==> src/common/csif_pkg.sv <==
// Summary of operation
// - Driver status bit 4 reads 1 while the right common-mode driver is shorted, else 0.
// - Driver status bit 3 reads 1 only while the left common-mode driver is fully powered.
// - Driver status bit 2 reads 1 only while the right common-mode driver is fully powered.
// - Driver status bits 1 and 0 are reserved, read as 00, and the host never writes them.
// - Latched bits 7 to 4 catch shorts on the left, right, left-common and right-common drivers.
// - Latched flag bit 3 is set by a headset button press and stays 0 without one.
// - Latched flag bit 2 is set by a headset insertion or a headset removal.
// - Latched flag bits 1 and 0 are set when left or right record power falls below its gate.
// - Live flags show current conditions in the latched layout, except sticky button bit 3, eight read-only bits reset to 0.
// - Live flag bits 7 to 4 show the present short state of the four headphone drivers.
// - Live flag bit 2 reads 1 while a headset is present and 0 while none is.
// - Live button bit 3 is sticky and is cleared only by a host read of page 0 register 14.
// - Live flag bits 1 and 0 read 1 while left or right record power is below its gate.
// - Driver status bits 7 to 5 report shorts on the left, right and left-common drivers.
// - In continuous mode the interrupt pulses while any latched flag is set, so it stops only once a latched read leaves none set.
package csif_pkg;

  localparam logic [7:0] CSIF_ADDR_DRV_STAT = 8'h5F;
  localparam logic [7:0] CSIF_ADDR_LATCHED  = 8'h60;
  localparam logic [7:0] CSIF_ADDR_LIVE     = 8'h61;
  localparam logic [7:0] CSIF_ADDR_BTN_CLR  = 8'h0E;

  localparam int CSIF_BIT_LCOM_PWR = 3;
  localparam int CSIF_BIT_RCOM_PWR = 2;
  localparam int CSIF_BIT_BTN      = 3;
  localparam int CSIF_BIT_HSET     = 2;

  localparam logic [1:0] CSIF_RSVD_VAL   = 2'h0;
  localparam logic [7:0] CSIF_FLAG_RESET = 8'h00;
  localparam logic [7:0] CSIF_UNMAPPED   = 8'h00;

  localparam int CSIF_CLK_MHZ       = 20;
  localparam int CSIF_PULSE_TIME_US = 2000;
  localparam int CSIF_PULSE_CYCLES  = CSIF_PULSE_TIME_US * CSIF_CLK_MHZ;

endpackage : csif_pkg

==> src/logic/csif_status_flags.sv <==
`timescale 1ns/1ps
module csif_status_flags
  import csif_pkg::*;
#(
  parameter int PULSE_CYCLES = CSIF_PULSE_CYCLES
) (
  input  wire logic       clk,
  input  wire logic       reset,
  input  wire logic [3:0] short_det,
  input  wire logic       lcom_powered,
  input  wire logic       rcom_powered,
  input  wire logic       button_press,
  input  wire logic       headset_present,
  input  wire logic [1:0] agc_below,
  input  wire logic       irq_continuous,
  input  wire logic       rd_strobe,
  input  wire logic [7:0] rd_addr,
  output logic      [7:0] rd_data_q,
  output logic            rd_valid_q,
  output logic            irq_q
);

  // ----------------------------------------
  // Address decode
  // ----------------------------------------
  logic       rd_drv;
  logic       rd_latched;
  logic       rd_live;
  logic       rd_btn_clr;

  // Strobe qualified match, one per decoded address
  function automatic logic addr_hit(
    input logic       strobe,
    input logic [7:0] addr,
    input logic [7:0] target
  );
    return strobe && (addr == target);
  endfunction : addr_hit

  assign rd_drv     = addr_hit(rd_strobe, rd_addr, CSIF_ADDR_DRV_STAT);
  assign rd_latched = addr_hit(rd_strobe, rd_addr, CSIF_ADDR_LATCHED);
  assign rd_live    = addr_hit(rd_strobe, rd_addr, CSIF_ADDR_LIVE);
  assign rd_btn_clr = addr_hit(rd_strobe, rd_addr, CSIF_ADDR_BTN_CLR);

  // ----------------------------------------
  // Event sources
  // ----------------------------------------
  logic       hset_prev_q;
  logic       hset_edge;
  logic [7:0] set_vec;
  logic [7:0] flags_q;
  logic       new_event;
  logic       pending;

  // Both insertion and removal count as a headset event
  assign hset_edge = headset_present ^ hset_prev_q;

  // Level sets: a condition still true re-sets its flag after a read
  assign set_vec = {short_det,
                    button_press,
                    hset_edge,
                    agc_below};

  assign new_event = |(set_vec & ~flags_q);
  assign pending   = |flags_q;

  csif_sticky_bank #(
    .WIDTH   (8)
  ) csif_sticky_bank_inst (
    .clk     (clk),
    .reset   (reset),
    .set_in  (set_vec),
    .clr     (rd_latched),
    .flags_q (flags_q)
  );

  // ----------------------------------------
  // Live button bit (sticky)
  // ----------------------------------------
  logic       btn_rt_q;
  logic       btn_rt_d;

  // Only a read of the button-clear address drops it; press wins
  assign btn_rt_d = (btn_rt_q && !rd_btn_clr) || button_press;

  always_ff @(posedge clk or posedge reset) begin
    if (reset) begin
      btn_rt_q    <= 1'h0;
      hset_prev_q <= 1'h0;
    end else begin
      btn_rt_q    <= btn_rt_d;
      hset_prev_q <= headset_present;
    end
  end

  // ----------------------------------------
  // Register images
  // ----------------------------------------
  logic [7:0] drv_img;
  logic [7:0] live_img;
  logic [7:0] rd_data_d;

  assign drv_img = {short_det,
                    lcom_powered,
                    rcom_powered,
                    CSIF_RSVD_VAL};

  assign live_img = {short_det,
                     btn_rt_q,
                     headset_present,
                     agc_below};

  assign rd_data_d = rd_drv     ? drv_img  :
                     rd_latched ? flags_q  :
                     rd_live    ? live_img :
                     CSIF_UNMAPPED;

  // Read data is taken before the same-edge clear
  always_ff @(posedge clk or posedge reset) begin
    if (reset) begin
      rd_data_q  <= CSIF_FLAG_RESET;
      rd_valid_q <= 1'h0;
    end else begin
      rd_data_q  <= rd_data_d;
      rd_valid_q <= rd_strobe;
    end
  end

  // ----------------------------------------
  // Interrupt output
  // ----------------------------------------
  csif_int_pulser #(
    .TICK_CYCLES (PULSE_CYCLES)
  ) csif_int_pulser_inst (
    .clk         (clk),
    .reset       (reset),
    .continuous  (irq_continuous),
    .pending     (pending),
    .new_event   (new_event),
    .int_q       (irq_q)
  );

  // ----------------------------------------
  // Pulse width watch
  // ----------------------------------------
  // A full pulse is too long to unroll in a property, so its cycles are counted
  localparam int HIGH_W = $clog2(PULSE_CYCLES + 1);

  logic [HIGH_W-1:0] high_cnt_q;
  logic [HIGH_W-1:0] high_cnt_d;

  assign high_cnt_d = irq_q ? high_cnt_q + 1'h1 : '0;

  always_ff @(posedge clk or posedge reset) begin
    if (reset) begin
      high_cnt_q <= '0;
    end else begin
      high_cnt_q <= high_cnt_d;
    end
  end

  // ----------------------------------------
  // Assertions
  // ----------------------------------------
  a_rcom_short: assert property (@(posedge clk) disable iff (reset)
    rd_drv |=> rd_data_q[4] == $past(short_det[0]))
    else $error("driver status bit 4 wrong");

  a_drv_shorts: assert property (@(posedge clk) disable iff (reset)
    rd_drv |=> rd_data_q[7:5] == $past(short_det[3:1]))
    else $error("driver status bits 7 to 5 wrong");

  a_lcom_power: assert property (@(posedge clk) disable iff (reset)
    rd_drv |=> rd_data_q[CSIF_BIT_LCOM_PWR] == $past(lcom_powered))
    else $error("left common power bit wrong");

  a_rcom_power: assert property (@(posedge clk) disable iff (reset)
    rd_drv |=> rd_data_q[CSIF_BIT_RCOM_PWR] == $past(rcom_powered))
    else $error("right common power bit wrong");

  a_reserved_zero: assert property (@(posedge clk) disable iff (reset)
    rd_drv |=> rd_data_q[1:0] == CSIF_RSVD_VAL)
    else $error("reserved bits not zero");

  a_sticky_sets: assert property (@(posedge clk) disable iff (reset)
    |short_det |=> (flags_q[7:4] & $past(short_det)) == $past(short_det))
    else $error("short event not latched");

  a_button_latch: assert property (@(posedge clk) disable iff (reset)
    button_press |=> flags_q[CSIF_BIT_BTN] && btn_rt_q)
    else $error("button press not latched");

  a_headset_edge: assert property (@(posedge clk) disable iff (reset)
    headset_present != hset_prev_q |=> flags_q[CSIF_BIT_HSET])
    else $error("headset change not latched");

  a_headset_track: assert property (@(posedge clk) disable iff (reset)
    1'h1 |=> hset_prev_q == $past(headset_present))
    else $error("headset history not tracking");

  a_agc_latch: assert property (@(posedge clk) disable iff (reset)
    |agc_below |=> (flags_q[1:0] & $past(agc_below)) == $past(agc_below))
    else $error("noise gate event not latched");

  a_live_map: assert property (@(posedge clk) disable iff (reset)
    rd_live |=> rd_data_q[7:4] == $past(short_det)
             && rd_data_q[CSIF_BIT_HSET] == $past(headset_present)
             && rd_data_q[1:0] == $past(agc_below))
    else $error("live flags mismatch");

  a_live_btn_read: assert property (@(posedge clk) disable iff (reset)
    rd_live |=> rd_data_q[CSIF_BIT_BTN] == $past(btn_rt_q))
    else $error("live button bit read wrong");

  a_live_button: assert property (@(posedge clk) disable iff (reset)
    btn_rt_q && !rd_btn_clr |=> btn_rt_q)
    else $error("live button bit cleared without register 14 read");

  a_button_clear: assert property (@(posedge clk) disable iff (reset)
    rd_btn_clr && !button_press |=> !btn_rt_q ##1 btn_rt_q == $past(button_press))
    else $error("live button bit not cleared by register 14 read");

  a_button_no_set: assert property (@(posedge clk) disable iff (reset)
    !btn_rt_q && !button_press |=> !btn_rt_q)
    else $error("live button bit set without a press");

  a_sticky_hold: assert property (@(posedge clk) disable iff (reset)
    !rd_latched |=> (flags_q & $past(flags_q)) == $past(flags_q))
    else $error("latched flag lost without read");

  a_no_spurious: assert property (@(posedge clk) disable iff (reset)
    1'h1 |=> (flags_q & ~$past(flags_q) & ~$past(set_vec)) == '0)
    else $error("latched flag set without its condition");

  a_sticky_clear: assert property (@(posedge clk) disable iff (reset)
    rd_latched && set_vec == '0 |=> flags_q == '0 && rd_data_q == $past(flags_q))
    else $error("latched read did not clear flags");

  a_latched_image: assert property (@(posedge clk) disable iff (reset)
    rd_latched |=> rd_data_q == $past(flags_q))
    else $error("latched read returned wrong flags");

  a_unmapped_read: assert property (@(posedge clk) disable iff (reset)
    rd_strobe && !rd_drv && !rd_latched && !rd_live |=> rd_data_q == CSIF_UNMAPPED)
    else $error("unmapped read not zero");

  a_idle_read: assert property (@(posedge clk) disable iff (reset)
    !rd_strobe |=> !rd_valid_q && rd_data_q == CSIF_UNMAPPED)
    else $error("read port not idle without strobe");

  a_irq_needs_flag: assert property (@(posedge clk) disable iff (reset)
    $past(irq_continuous) && irq_q |-> $past(pending))
    else $error("continuous interrupt high with no flag set");

  a_single_width: assert property (@(posedge clk) disable iff (reset)
    $fell(irq_q) && !$past(irq_continuous) |-> high_cnt_q == HIGH_W'(PULSE_CYCLES))
    else $error("single interrupt pulse width wrong");

  a_read_valid: assert property (@(posedge clk) disable iff (reset)
    rd_strobe |=> rd_valid_q ##1 !rd_valid_q || $past(rd_strobe))
    else $error("read valid not one cycle");

  c_latched_read: cover property (@(posedge clk) disable iff (reset)
    rd_latched && pending ##1 !pending);

  c_button_clear: cover property (@(posedge clk) disable iff (reset)
    btn_rt_q && rd_btn_clr ##1 !btn_rt_q);

  c_headset_out: cover property (@(posedge clk) disable iff (reset)
    hset_prev_q && !headset_present);

  c_irq_pulse: cover property (@(posedge clk) disable iff (reset)
    irq_continuous && !irq_q ##1 irq_q);

  c_single_pulse: cover property (@(posedge clk) disable iff (reset)
    !irq_continuous && $fell(irq_q));

endmodule : csif_status_flags

==> src/logic/csif_sticky_bank.sv <==
`timescale 1ns/1ps
module csif_sticky_bank
  import csif_pkg::*;
#(
  parameter int WIDTH = 8
) (
  input  wire logic             clk,
  input  wire logic             reset,
  input  wire logic [WIDTH-1:0] set_in,
  input  wire logic             clr,
  output logic      [WIDTH-1:0] flags_q
);

  logic [WIDTH-1:0] flags_d;

  generate
    if (WIDTH < 1 || WIDTH > 8) begin : g_bad_width
      $error("csif_sticky_bank: WIDTH must be 1 to 8");
    end
  endgenerate

  // Set wins over clear so an event in the read cycle survives
  assign flags_d = (clr ? '0 : flags_q) | set_in;

  always_ff @(posedge clk or posedge reset) begin
    if (reset) begin
      flags_q <= CSIF_FLAG_RESET[WIDTH-1:0];
    end else begin
      flags_q <= flags_d;
    end
  end

endmodule : csif_sticky_bank

==> src/logic/csif_int_pulser.sv <==
`timescale 1ns/1ps
module csif_int_pulser
  import csif_pkg::*;
#(
  parameter int TICK_CYCLES = CSIF_PULSE_CYCLES
) (
  input  wire logic clk,
  input  wire logic reset,
  input  wire logic continuous,
  input  wire logic pending,
  input  wire logic new_event,
  output logic      int_q
);

  localparam int DIV_W = (TICK_CYCLES > 2) ? $clog2(TICK_CYCLES) : 1;
  localparam logic [DIV_W-1:0] DIV_LAST = DIV_W'(TICK_CYCLES - 1);

  logic [DIV_W-1:0] div_q;
  logic [DIV_W-1:0] div_d;
  logic             tick;
  logic             arm_q;
  logic             arm_d;
  logic             int_d;

  generate
    if (TICK_CYCLES < 2) begin : g_bad_tick
      $error("csif_int_pulser: TICK_CYCLES must be at least 2");
    end
  endgenerate

  // ----------------------------------------
  // Pulse-width divider
  // ----------------------------------------
  assign tick  = (div_q == DIV_LAST);
  assign div_d = tick ? '0 : div_q + 1'h1;

  // ----------------------------------------
  // Output shaping
  // ----------------------------------------
  // Single mode may wait up to one period before the pulse starts
  assign arm_d = (arm_q && !(tick && !int_q)) || new_event;
  assign int_d = continuous ? (pending && (tick ? !int_q : int_q)) :
                 (tick ? (!int_q && arm_q) : int_q);

  always_ff @(posedge clk or posedge reset) begin
    if (reset) begin
      div_q <= '0;
      arm_q <= 1'h0;
      int_q <= 1'h0;
    end else begin
      div_q <= div_d;
      arm_q <= arm_d;
      int_q <= int_d;
    end
  end

  a_cont_toggle: assert property (@(posedge clk) disable iff (reset)
    continuous && pending && tick |=> int_q != $past(int_q))
    else $error("continuous interrupt did not toggle on tick");

  a_cont_stop: assert property (@(posedge clk) disable iff (reset)
    continuous && !pending |=> !int_q)
    else $error("interrupt kept pulsing after acknowledge");

endmodule : csif_int_pulser

==> config.mk <==
export PLATFORM = sky130hd
export DESIGN_NAME = csif_status_flags
export DESIGN_NICKNAME = d
export VERILOG_FILES = /design/src/common/csif_pkg.sv /design/src/logic/csif_status_flags.sv /design/src/logic/csif_sticky_bank.sv /design/src/logic/csif_int_pulser.sv
export SDC_FILE = /design/constraint.sdc
export NUM_CORES = 1
export LEC_CHECK = 0
export BUFFER_PORTS_ARGS = -buffer_cell sky130_fd_sc_hd__buf_2
export CAP_MARGIN = 20
export CORE_MARGIN = 4
export CORE_UTILIZATION = 35
export DETAILED_ROUTE_END_ITERATION = 7
export SLEW_MARGIN = 20
export SYNTH_ARGS = -nofsm -noshare
export SYNTH_HDL_FRONTEND = slang
export SYNTH_SLANG_ARGS = --single-unit
==> constraint.sdc <==
create_clock -name clk -period 5 [get_ports clk]
set_clock_uncertainty 0.1 [all_clocks]
set_input_delay 0 -clock clk [delete_from_list [all_inputs] [get_ports clk]]
set_output_delay 0 -clock clk [all_outputs]
set_load 0.01 [all_outputs]
* Word level (Yosys, flattened, before mapping)
Cells that the tools add are included.
** Operators by class
- Add/subtract/negate cells :: 1
- $mul :: 0
- Div/mod/pow operators :: 0
- Magnitude comparators :: 0
- Equal/unequal tests :: 5
- Shift operators :: 0
- Mux-type cells :: 8
- Bitwise logic cells :: 4
- Reductions and logical operators :: 17
** Operators by type and width (number)
- 2-to-1 mux 8 bit :: 4
- == test 8 x 7 -> 1 bit (second input constant) :: 3
- adder 16 x 1 -> 16 bit (second input constant) :: 1
- == test 16 bit (second input constant) :: 1
- 2-to-1 mux 16 bit :: 1
- OR reduction 8 bit :: 2
- logical AND 1 bit :: 9
- bitwise AND 8 bit :: 1
- == test 8 x 4 -> 1 bit (second input constant) :: 1
- NOT 8 bit :: 1
- bitwise OR 8 bit :: 1
- logical NOT 1 bit :: 3
- 2-to-1 mux 1 bit :: 3
- logical OR 1 bit :: 2
- nonzero test 2 bit :: 1
- XOR 1 bit :: 1
** Word-level totals
- Register bits :: 37
- Bits in latches :: 0
- Bits in writable memories :: 0
- Memory bits (read-only) :: 0
- Output and inout port bits :: 10
- Memories :: 0

* Longest topological paths before layout
Gate-level depths: netlist (run 1).
- Depth after elaboration :: 5
- Mapped depth :: 7
- Depth with buffers taken out :: 7

* Modules after synthesis
A second synthesis (run 1) with hierarchy kept.
** Unflattened totals
- Cells, all modules :: 166
- Area, all modules :: 1752.9 sq um
** By module, submodules not included
- csif_int_pulser :: instances 1, cells an instance 82, area each 874.6 sq um, sequential area each 450.4 sq um
- csif_status_flags :: instances 1, cells an instance 66, area each 610.6 sq um, sequential area each 275.3 sq um
- csif_sticky_bank :: instances 1, cells an instance 18, area each 267.8 sq um, sequential area each 200.2 sq um

* Least setup slack after synthesis (run 1)
No wires, ideal clock.
- Path kind :: register to register
- Start point :: register csif_int_pulser_inst.div_q[7]
- End point :: register csif_int_pulser_inst.arm_q
- Setup time :: 0.129 ns
- Data arrival time :: 1.813 ns
- Data required time :: 4.771 ns
- Setup slack :: 2.958 ns
- Cell stages (with the launch flop) :: 7
- Buffers on the path :: 0
- Period minus slack after synthesis :: 2.042 ns
- Cells stage by stage :: dfrtp_1 or4_4 nor4_4 ha_1 o22ai_1 nor4_1 nand2_1
** Between the ends
- Cells in the longest elaborated chain, start to end :: 5
** RTL lines
- from (decl) :: line csif_int_pulser.sv:18 : logic [DIV_W-1:0] div_q;
- from (signal assigned) :: line csif_int_pulser.sv:51 : div_q <= div_d;
- == test 16 bit :: line csif_int_pulser.sv:34 : assign tick = (div_q == DIV_LAST);
- logical AND 1 bit :: line csif_int_pulser.sv:41 : assign arm_d = (arm_q && !(tick && !int_q)) || new_event;
- logical NOT 1 bit :: line csif_int_pulser.sv:41
- logical AND 1 bit :: line csif_int_pulser.sv:41
- logical OR 1 bit :: line csif_int_pulser.sv:41
- net csif_int_pulser_inst.arm_d :: line csif_int_pulser.sv:22 : logic arm_d;
- to (signal assigned) :: line csif_int_pulser.sv:52 : arm_q <= arm_d;
- to (decl) :: line csif_int_pulser.sv:21 : logic arm_q;
The timed path passes the listed nets, and every way through them passes these cells.
A chain may end at the register's enable or synchronous reset.

* Worst setup path after layout (run 1)
- Start point :: register csif_int_pulser_inst.div_q[6]
- End point :: register csif_int_pulser_inst.arm_q
The elaborated chain is that of the path after synthesis.

==> results of run 1 <==
where the power goes:
group	internal [mW]	switching (mW)	total [mW]
sequential	0.302	0.00195	0.304
clock	0.0965	0.101	0.197
combinational	0.0194	0.0191	0.0385
total	0.418	0.122	0.539
flip-flops by register name (all words and copies together) (netlist names):
name / flops
csif_int_pulser_inst.div_q: 16
csif_sticky_bank_inst.flags_q: 8
rd_data_q: 8
btn_rt_q: 1
csif_int_pulser_inst.arm_q: 1
csif_int_pulser_inst.int_q: 1
hset_prev_q: 1
rd_valid_q: 1
synth_stat cells:
library cell and instances:
nand3_1 4, and3_1 2, inv_1 12, and2_1 2, a221o_1 2, a21oi_1 3, nor2_1 14, or3_1 1
clkbuf_1 2, xnor2_1 7, nand2b_1 2, or4_4 1, and4b_1 1, and2b_2 1, nor4_1 6, nand4bb_1 1
o21ai_1 1, mux2i_1 1, a21o_1 8, a22o_1 6, o41ai_1 1, nor4bb_1 1, nor4_4 1, xor2_1 7
or2_2 3, dfrtp_1 37, o22ai_1 4, ha_1 2, nand2_1 11, o21ai_0 1, nand4_1 6, nor3_1 4
metal layers:
| layer | track usage (%) | vias up | wire [µm] |
|---|---|---|---|
| li1 | - | 649 | - |
| met1 | 14.3 | 610 | 1450 |
| met2 | 23.9 | 39 | 1890 |
| met3 | 3.75 | 9 | 168 |
| met4 | 5.34 | 0 | 70 |
| met5 | 0 | - | 0 |
through the flow:
step                      power, mW  instance area [µm²]  instances  hold slack, ps  util (%)
final                         0.539                 2120        260             129      47.5
after detailed placement      0.340                 1890        237            53.8      42.3
after global routing          0.565                 2120        260             144      47.5
after global placement        0.339                 1890        237            25.1      42.3
after floorplan               0.323                 1670        155           -68.6         -
after CTS                     0.549                 2120        260             117      47.5
worst reg2reg max path: cells and delay by family (launching register included):
family | cells | cell delay [ps]
flip-flops | 1 | 430
AO/OA/AOI/OAI | 1 | 70
adder cells (fa/ha/maj) | 1 | 230
AND/OR/NAND/NOR | 4 | 1330
final timing paths:
path	cells after the start	from	end	slack, ps
setup / recovery	6	csif_int_pulser_inst.div_q[6]	csif_int_pulser_inst.arm_q	2730
hold / removal	4	rd_addr[0]	rd_data_q[1]	130
setup reg to reg	6	csif_int_pulser_inst.div_q[6]	csif_int_pulser_inst.arm_q	2730
hold reg to reg	1	csif_int_pulser_inst.div_q[14]	csif_int_pulser_inst.div_q[14]	400
max in group asynchronous	4	reset	csif_int_pulser_inst.div_q[12]	4200
min in group asynchronous	4	reset	csif_int_pulser_inst.div_q[1]	260
cell families (layout without fill, tap and decap cells):
family | count (synthesis) | in the layout
AOI/OAI and AO/OA | 26 | 26
xor gates and xnor gates | 14 | 14
DFF | 37 | 37
buffers and inverters | 14 | 67
adders and majority gates | 2 | 2
muxes | 1 | 1
and+or+nand+nor | 61 | 61
area by class of cell:
class                      count  area [µm²]
fill                         423        2350
sequential                    37         926
inverter                      12        45.0
clock inverter                 2        10.0
clock buffer                   6        72.6
multi-input combinational    104         693
timing repair buffer          47         313
tap                           52        65.1
repair_timing:
action | 4_1_cts | 5_1_grt
hold buffers | 15 | 0
setup buffers | 0 | 0
endpoints found under the hold margin | 58 | 0
==> results by group, run 1 <==
Floorplanning
  • Die area: about 5900 µm²
  • Core Box Area: roughly 4500 µm²
  • Die X: 77.1 µm
  • Die height: between 70 and 80 µm
  • Rows: 24
  • Initial Utilization: 37.4%
  • I/O Pins: 32

Power and ir drop
  • Leak Pwr: around 0.98 nW
  • Pwr dens: 254 nW/µm²
  • VDD IR max: 145 µV

Clock tree
  • Worst-skew pair later-pin latency: approximately 280 ps
  • CTS tree: yes
  • CTS root buf: clkbuf_8
  • H-tree level count: 2
  • CTS Buf Count: 5
  • CTS max path bufs: 2
  • CTS sink count: 37
  • Gates resized, CTS repair: 0
  • Clock-pin slew on the worst setup and hold paths: roughly 70 ps

Hold path
  • Hold WC Path Type: input pin to flop

Worst setup path
  • Max stage delay on crit path: 580 ps
  • CP max FO: 6
  • Top delay family on crit path: simple AND/OR/NAND/NOR gates
  • Worst Path Buf+Inv: 0
  • Slowest CP cell: or4_4
  • Worst Setup End Kind: flop
  • CP arrival: around 2300 ps
  • Critical path class: flop to flop
  • Critical path required time: 5070 ps
  • Startpoint types: flop
  • Crit path cell chain: or4_4 -> nor4_4 -> ha_1 -> o22ai_1 -> nor4_1 -> nand2_1

Global routing
  • Gr ovfl total: 0
  • Number of global-route vias before repair: 1,427
  • GRT Overall Usage: 13.2%
  • Initial antenna violation count: 0
  • First-pass GRT wire length: around 6.3 mm
  • Pin count of the biggest net entering global routing: 38

Route
  • DRC violations left: 0
  • WL final: ~3.6 mm
  • Vias post-DR: between 1,000 and 1,500
  • DRT Pass-1 Iters: 5
  • Wirelength per Cell: between 10 and 15 µm
  • Via density per instance: between 5 and 6
  • Final ANT Viol Nets: 0
  • 1st-iter DRT viols: 93

Timing
  • Setup TNS: 0 ps
  • Final setup viols: 0
  • Count of pins over their slew limit: 0
  • Final Cycle Share: a little under half
  • Final Hold Viols: 0
  • Final Critical Period: 2270 ps
  • Rel. slew slack: between 40% and 50%
  • RSZ-0062 raised after global routing: no
  • Highest clock rate: between 400 and 500 MHz
  • Final WS setup: between 2000 and 3000 ps
  • Slew @ Worst Pin: around 760 ps

Placed design
  • Number of port buffers: 31
  • DPL Wire Length: approximately 2.7 mm
  • Place WS: ~2800 ps
  • RePlAce Congestion: approximately 0.80

Synthesis
  • Net count after synthesis: about 180
  • Compound-Gate Fraction of Synth Area: 11.5%
  • Post-Synth XOR/XNOR Area: 7.34%
  • Synth area leader: dfrtp_1
  • Top post-synthesis cells by area: dfrtp_1, xnor2_1, xor2_1
  • Synth Area in Adders: under 10%
  • Mux contribution to synthesized area: less than 1%
  • Ys Warns: 0
  • Avg Cell Area, Syn: around 11 µm²
  • Synthesis-stage register bit count: 37
  • Synthesized instance count: 155
  • Seq/Total Area, Yosys: around 55%
  • Synth Area in Simple Gates: between 20% and 30%
  • Largest family of logic cells by synthesized area: simple AND/OR/NAND/NOR gates
  • Distinct cell type count after synthesis: 32
  • Post-synth top area share: 55.4%
  • Post-Syn Area: 1670 µm²

Run status
  • Status: completed

Cells and area
  • Commonest non-fill, non-tap cell in the layout: dfrtp_1
  • Nets: 231
  • Layout cells sized above 1: between 20% and 30%
  • Antenna diodes: 0
  • Commonest cells after routing, fill and taps aside: dfrtp_1, buf_2, dlygate4sd3_1
  • Area delta synth->final: 27.1%

Job
  • Max Cap Viol: 0
Power figures use the tool's default switching activity.
==> run 2, diff against run 1 <==
Clock period 5 ns to 2 ns, I/O delays scaled along.
==> results by group, run 2 (synthesis results as in run 1) <==
Run status
  • Status: completed

Timing
  • Highest clock rate: between 500 and 600 MHz
  • Rel. slew slack: about two thirds
  • Final Hold Viols: 0
  • Final Cycle Share: between 90% and 100%
  • Final setup viols: 0
  • Final Critical Period: between 1500 and 2000 ps
  • Count of pins over their slew limit: 0
  • RSZ-0062 raised after global routing: yes
  • Setup TNS: 0 ps
  • Slew @ Worst Pin: 476 ps

Floorplanning
  • Die X: between 70 and 80 µm
  • Die height: 77.1 µm
  • Die area: a little under 6000 µm²
  • Core Box Area: about 4500 µm²
  • Rows: 24
  • Initial Utilization: a little under two fifths
  • I/O Pins: 32

Power and ir drop
  • VDD IR max: 391 µV
  • Leak Pwr: around 1.0 nW
  • P_sw: between 0.3 and 0.4 mW
  • Combinational Power Share: under 10%
  • Reg power frac: between 50% and 60%
  • Sw Share: 20.4%
  • Int Pwr: roughly 1.2 mW
  • Clock share of power: about 44%
  • Pwr dens: slightly below 700 nW/µm²

Worst setup path
  • Worst Setup End Kind: flop
  • Startpoint types: flop
  • Critical path required time: 2070 ps
  • CP max FO: 4
  • CP arrival: just under 2000 ps
  • Critical path class: flop to flop

Route
  • 1st-iter DRT viols: 72
  • Via density per instance: roughly 5.2
  • Wirelength per Cell: 13.7 µm
  • Vias post-DR: between 1,000 and 1,500
  • DRC violations left: 0
  • Final ANT Viol Nets: 0
  • DRT Pass-1 Iters: 4
  • WL final: between 3 and 4 mm

Cells and area
  • Commonest non-fill, non-tap cell in the layout: dfrtp_1
  • Commonest cells after routing, fill and taps aside: dfrtp_1, buf_2, dlygate4sd3_1
  • Nets: roughly 240
  • Multi-input logic area: ~690 µm²
  • Largest Register: csif_int_pulser_inst.div_q
  • Area delta synth->final: 31.4%
  • Biggest regs: csif_int_pulser_inst.div_q (16), csif_sticky_bank_inst.flags_q (8), rd_data_q (8)
  • Antenna diodes: 0
  • Max FFs per register: 16
  • Layout cells sized above 1: about a quarter
  • Sequential cell area: between 900 and 1000 µm²
  • # fillers: 402
  • Final Util: about half

Clock tree
  • Gates resized, CTS repair: 0
  • CTS tree: yes
  • H-tree level count: 2
  • CTS root buf: clkbuf_8
  • CTS Buf Count: 5
  • Worst-skew pair later-pin latency: roughly 290 ps
  • CTS sink count: 37
  • CTS max path bufs: 2
  • Clock-pin slew on the worst setup and hold paths: approximately 70 ps

Global routing
  • Number of global-route vias before repair: roughly 1,400
  • Pin count of the biggest net entering global routing: 38
  • GRT Overall Usage: about an eighth
  • First-pass GRT wire length: slightly below 6 mm
  • Initial antenna violation count: 0
  • Gr ovfl total: 0

Placed design
  • RePlAce Congestion: ~0.9
  • Number of port buffers: 31
  • DPL Wire Length: between 2 and 3 mm

Job
  • Max Cap Viol: 0

Hold path
  • Hold WC Path Type: input pin to flop
## run 2: repair_timing
action                                  in CTS  in global routing
endpoints found under the setup margin       0                  4
buffers inserted                             0                  0
hold buffers                                15                  0
endpoints found under the hold margin       58                  0
## run 2: final timing paths
| check | cells after the start | endpoint | slack [ps] | from |
|---|---|---|---|---|
| hold reg to reg | 1 | csif_int_pulser_inst.div_q[0] | 420 | csif_int_pulser_inst.div_q[0] |
| setup reg to reg | 6 | csif_int_pulser_inst.arm_q | 100 | csif_int_pulser_inst.div_q[6] |
| max in group asynchronous | 4 | csif_int_pulser_inst.div_q[10] | 1210 | reset |
| setup / recovery | 6 | csif_int_pulser_inst.arm_q | 100 | csif_int_pulser_inst.div_q[6] |
| min in group asynchronous | 4 | csif_int_pulser_inst.div_q[0] | 270 | reset |
| hold / removal | 4 | rd_data_q[2] | 140 | rd_addr[0] |
## run 2: layer usage
layer / global-route usage, % / wire length, µm / vias to the layer above
met5: 0 / 0 / -
met4: 6.94 / 92 / 0
met3: 3.63 / 185 / 7
met2: 22.6 / 1890 / 46
met1: 12.5 / 1470 / 666
li1: - / - / 660
## run 2: worst max-delay path: stages, from the launching register on
cell and delay, ps:
dfrtp_1 420, or4_4 570, nor4_4 170, ha_1 190
o22ai_1 70, nor4_1 190, nand2_1 70
## run 2: per-stage QoR
stage | hold slack, ps | power (mW) | area, µm² | worst slack (ps) | std cells
2_1_floorplan | -68.6 | 0.807 | 1670 | 96.4 | 155
3_3_place_gp | 29.3 | 0.848 | 1930 | 159 | 242
3_5_place_dp | 46.9 | 0.851 | 1930 | 109 | 242
4_1_cts | 116 | 1.54 | 2200 | 89.9 | 265
5_1_grt | 174 | 1.59 | 2200 | -41.9 | 265
6_report | 137 | 1.52 | 2200 | 101 | 265
## run 2: cell type report
type | instances | share of cell area [%]
flip-flops and latches | 37 | 42.2
multi-input cells | 104 | 31.6
repair buffers | 52 | 16.0
clock buffers | 7 | 3.93
well taps | 52 | 2.96
inverters | 12 | 2.05
clock inverters | 1 | 1.37
## run 2: power groups by stage
stage | clock network [mW] | registers [mW] | logic [mW]
after detailed placement | 0 | 0.773 | 0.0781
final | 0.662 | 0.758 | 0.0978
after CTS | 0.682 | 0.758 | 0.0991
after floorplan | 0 | 0.775 | 0.0316
after global routing | 0.721 | 0.758 | 0.108
after global placement | 0 | 0.773 | 0.0747
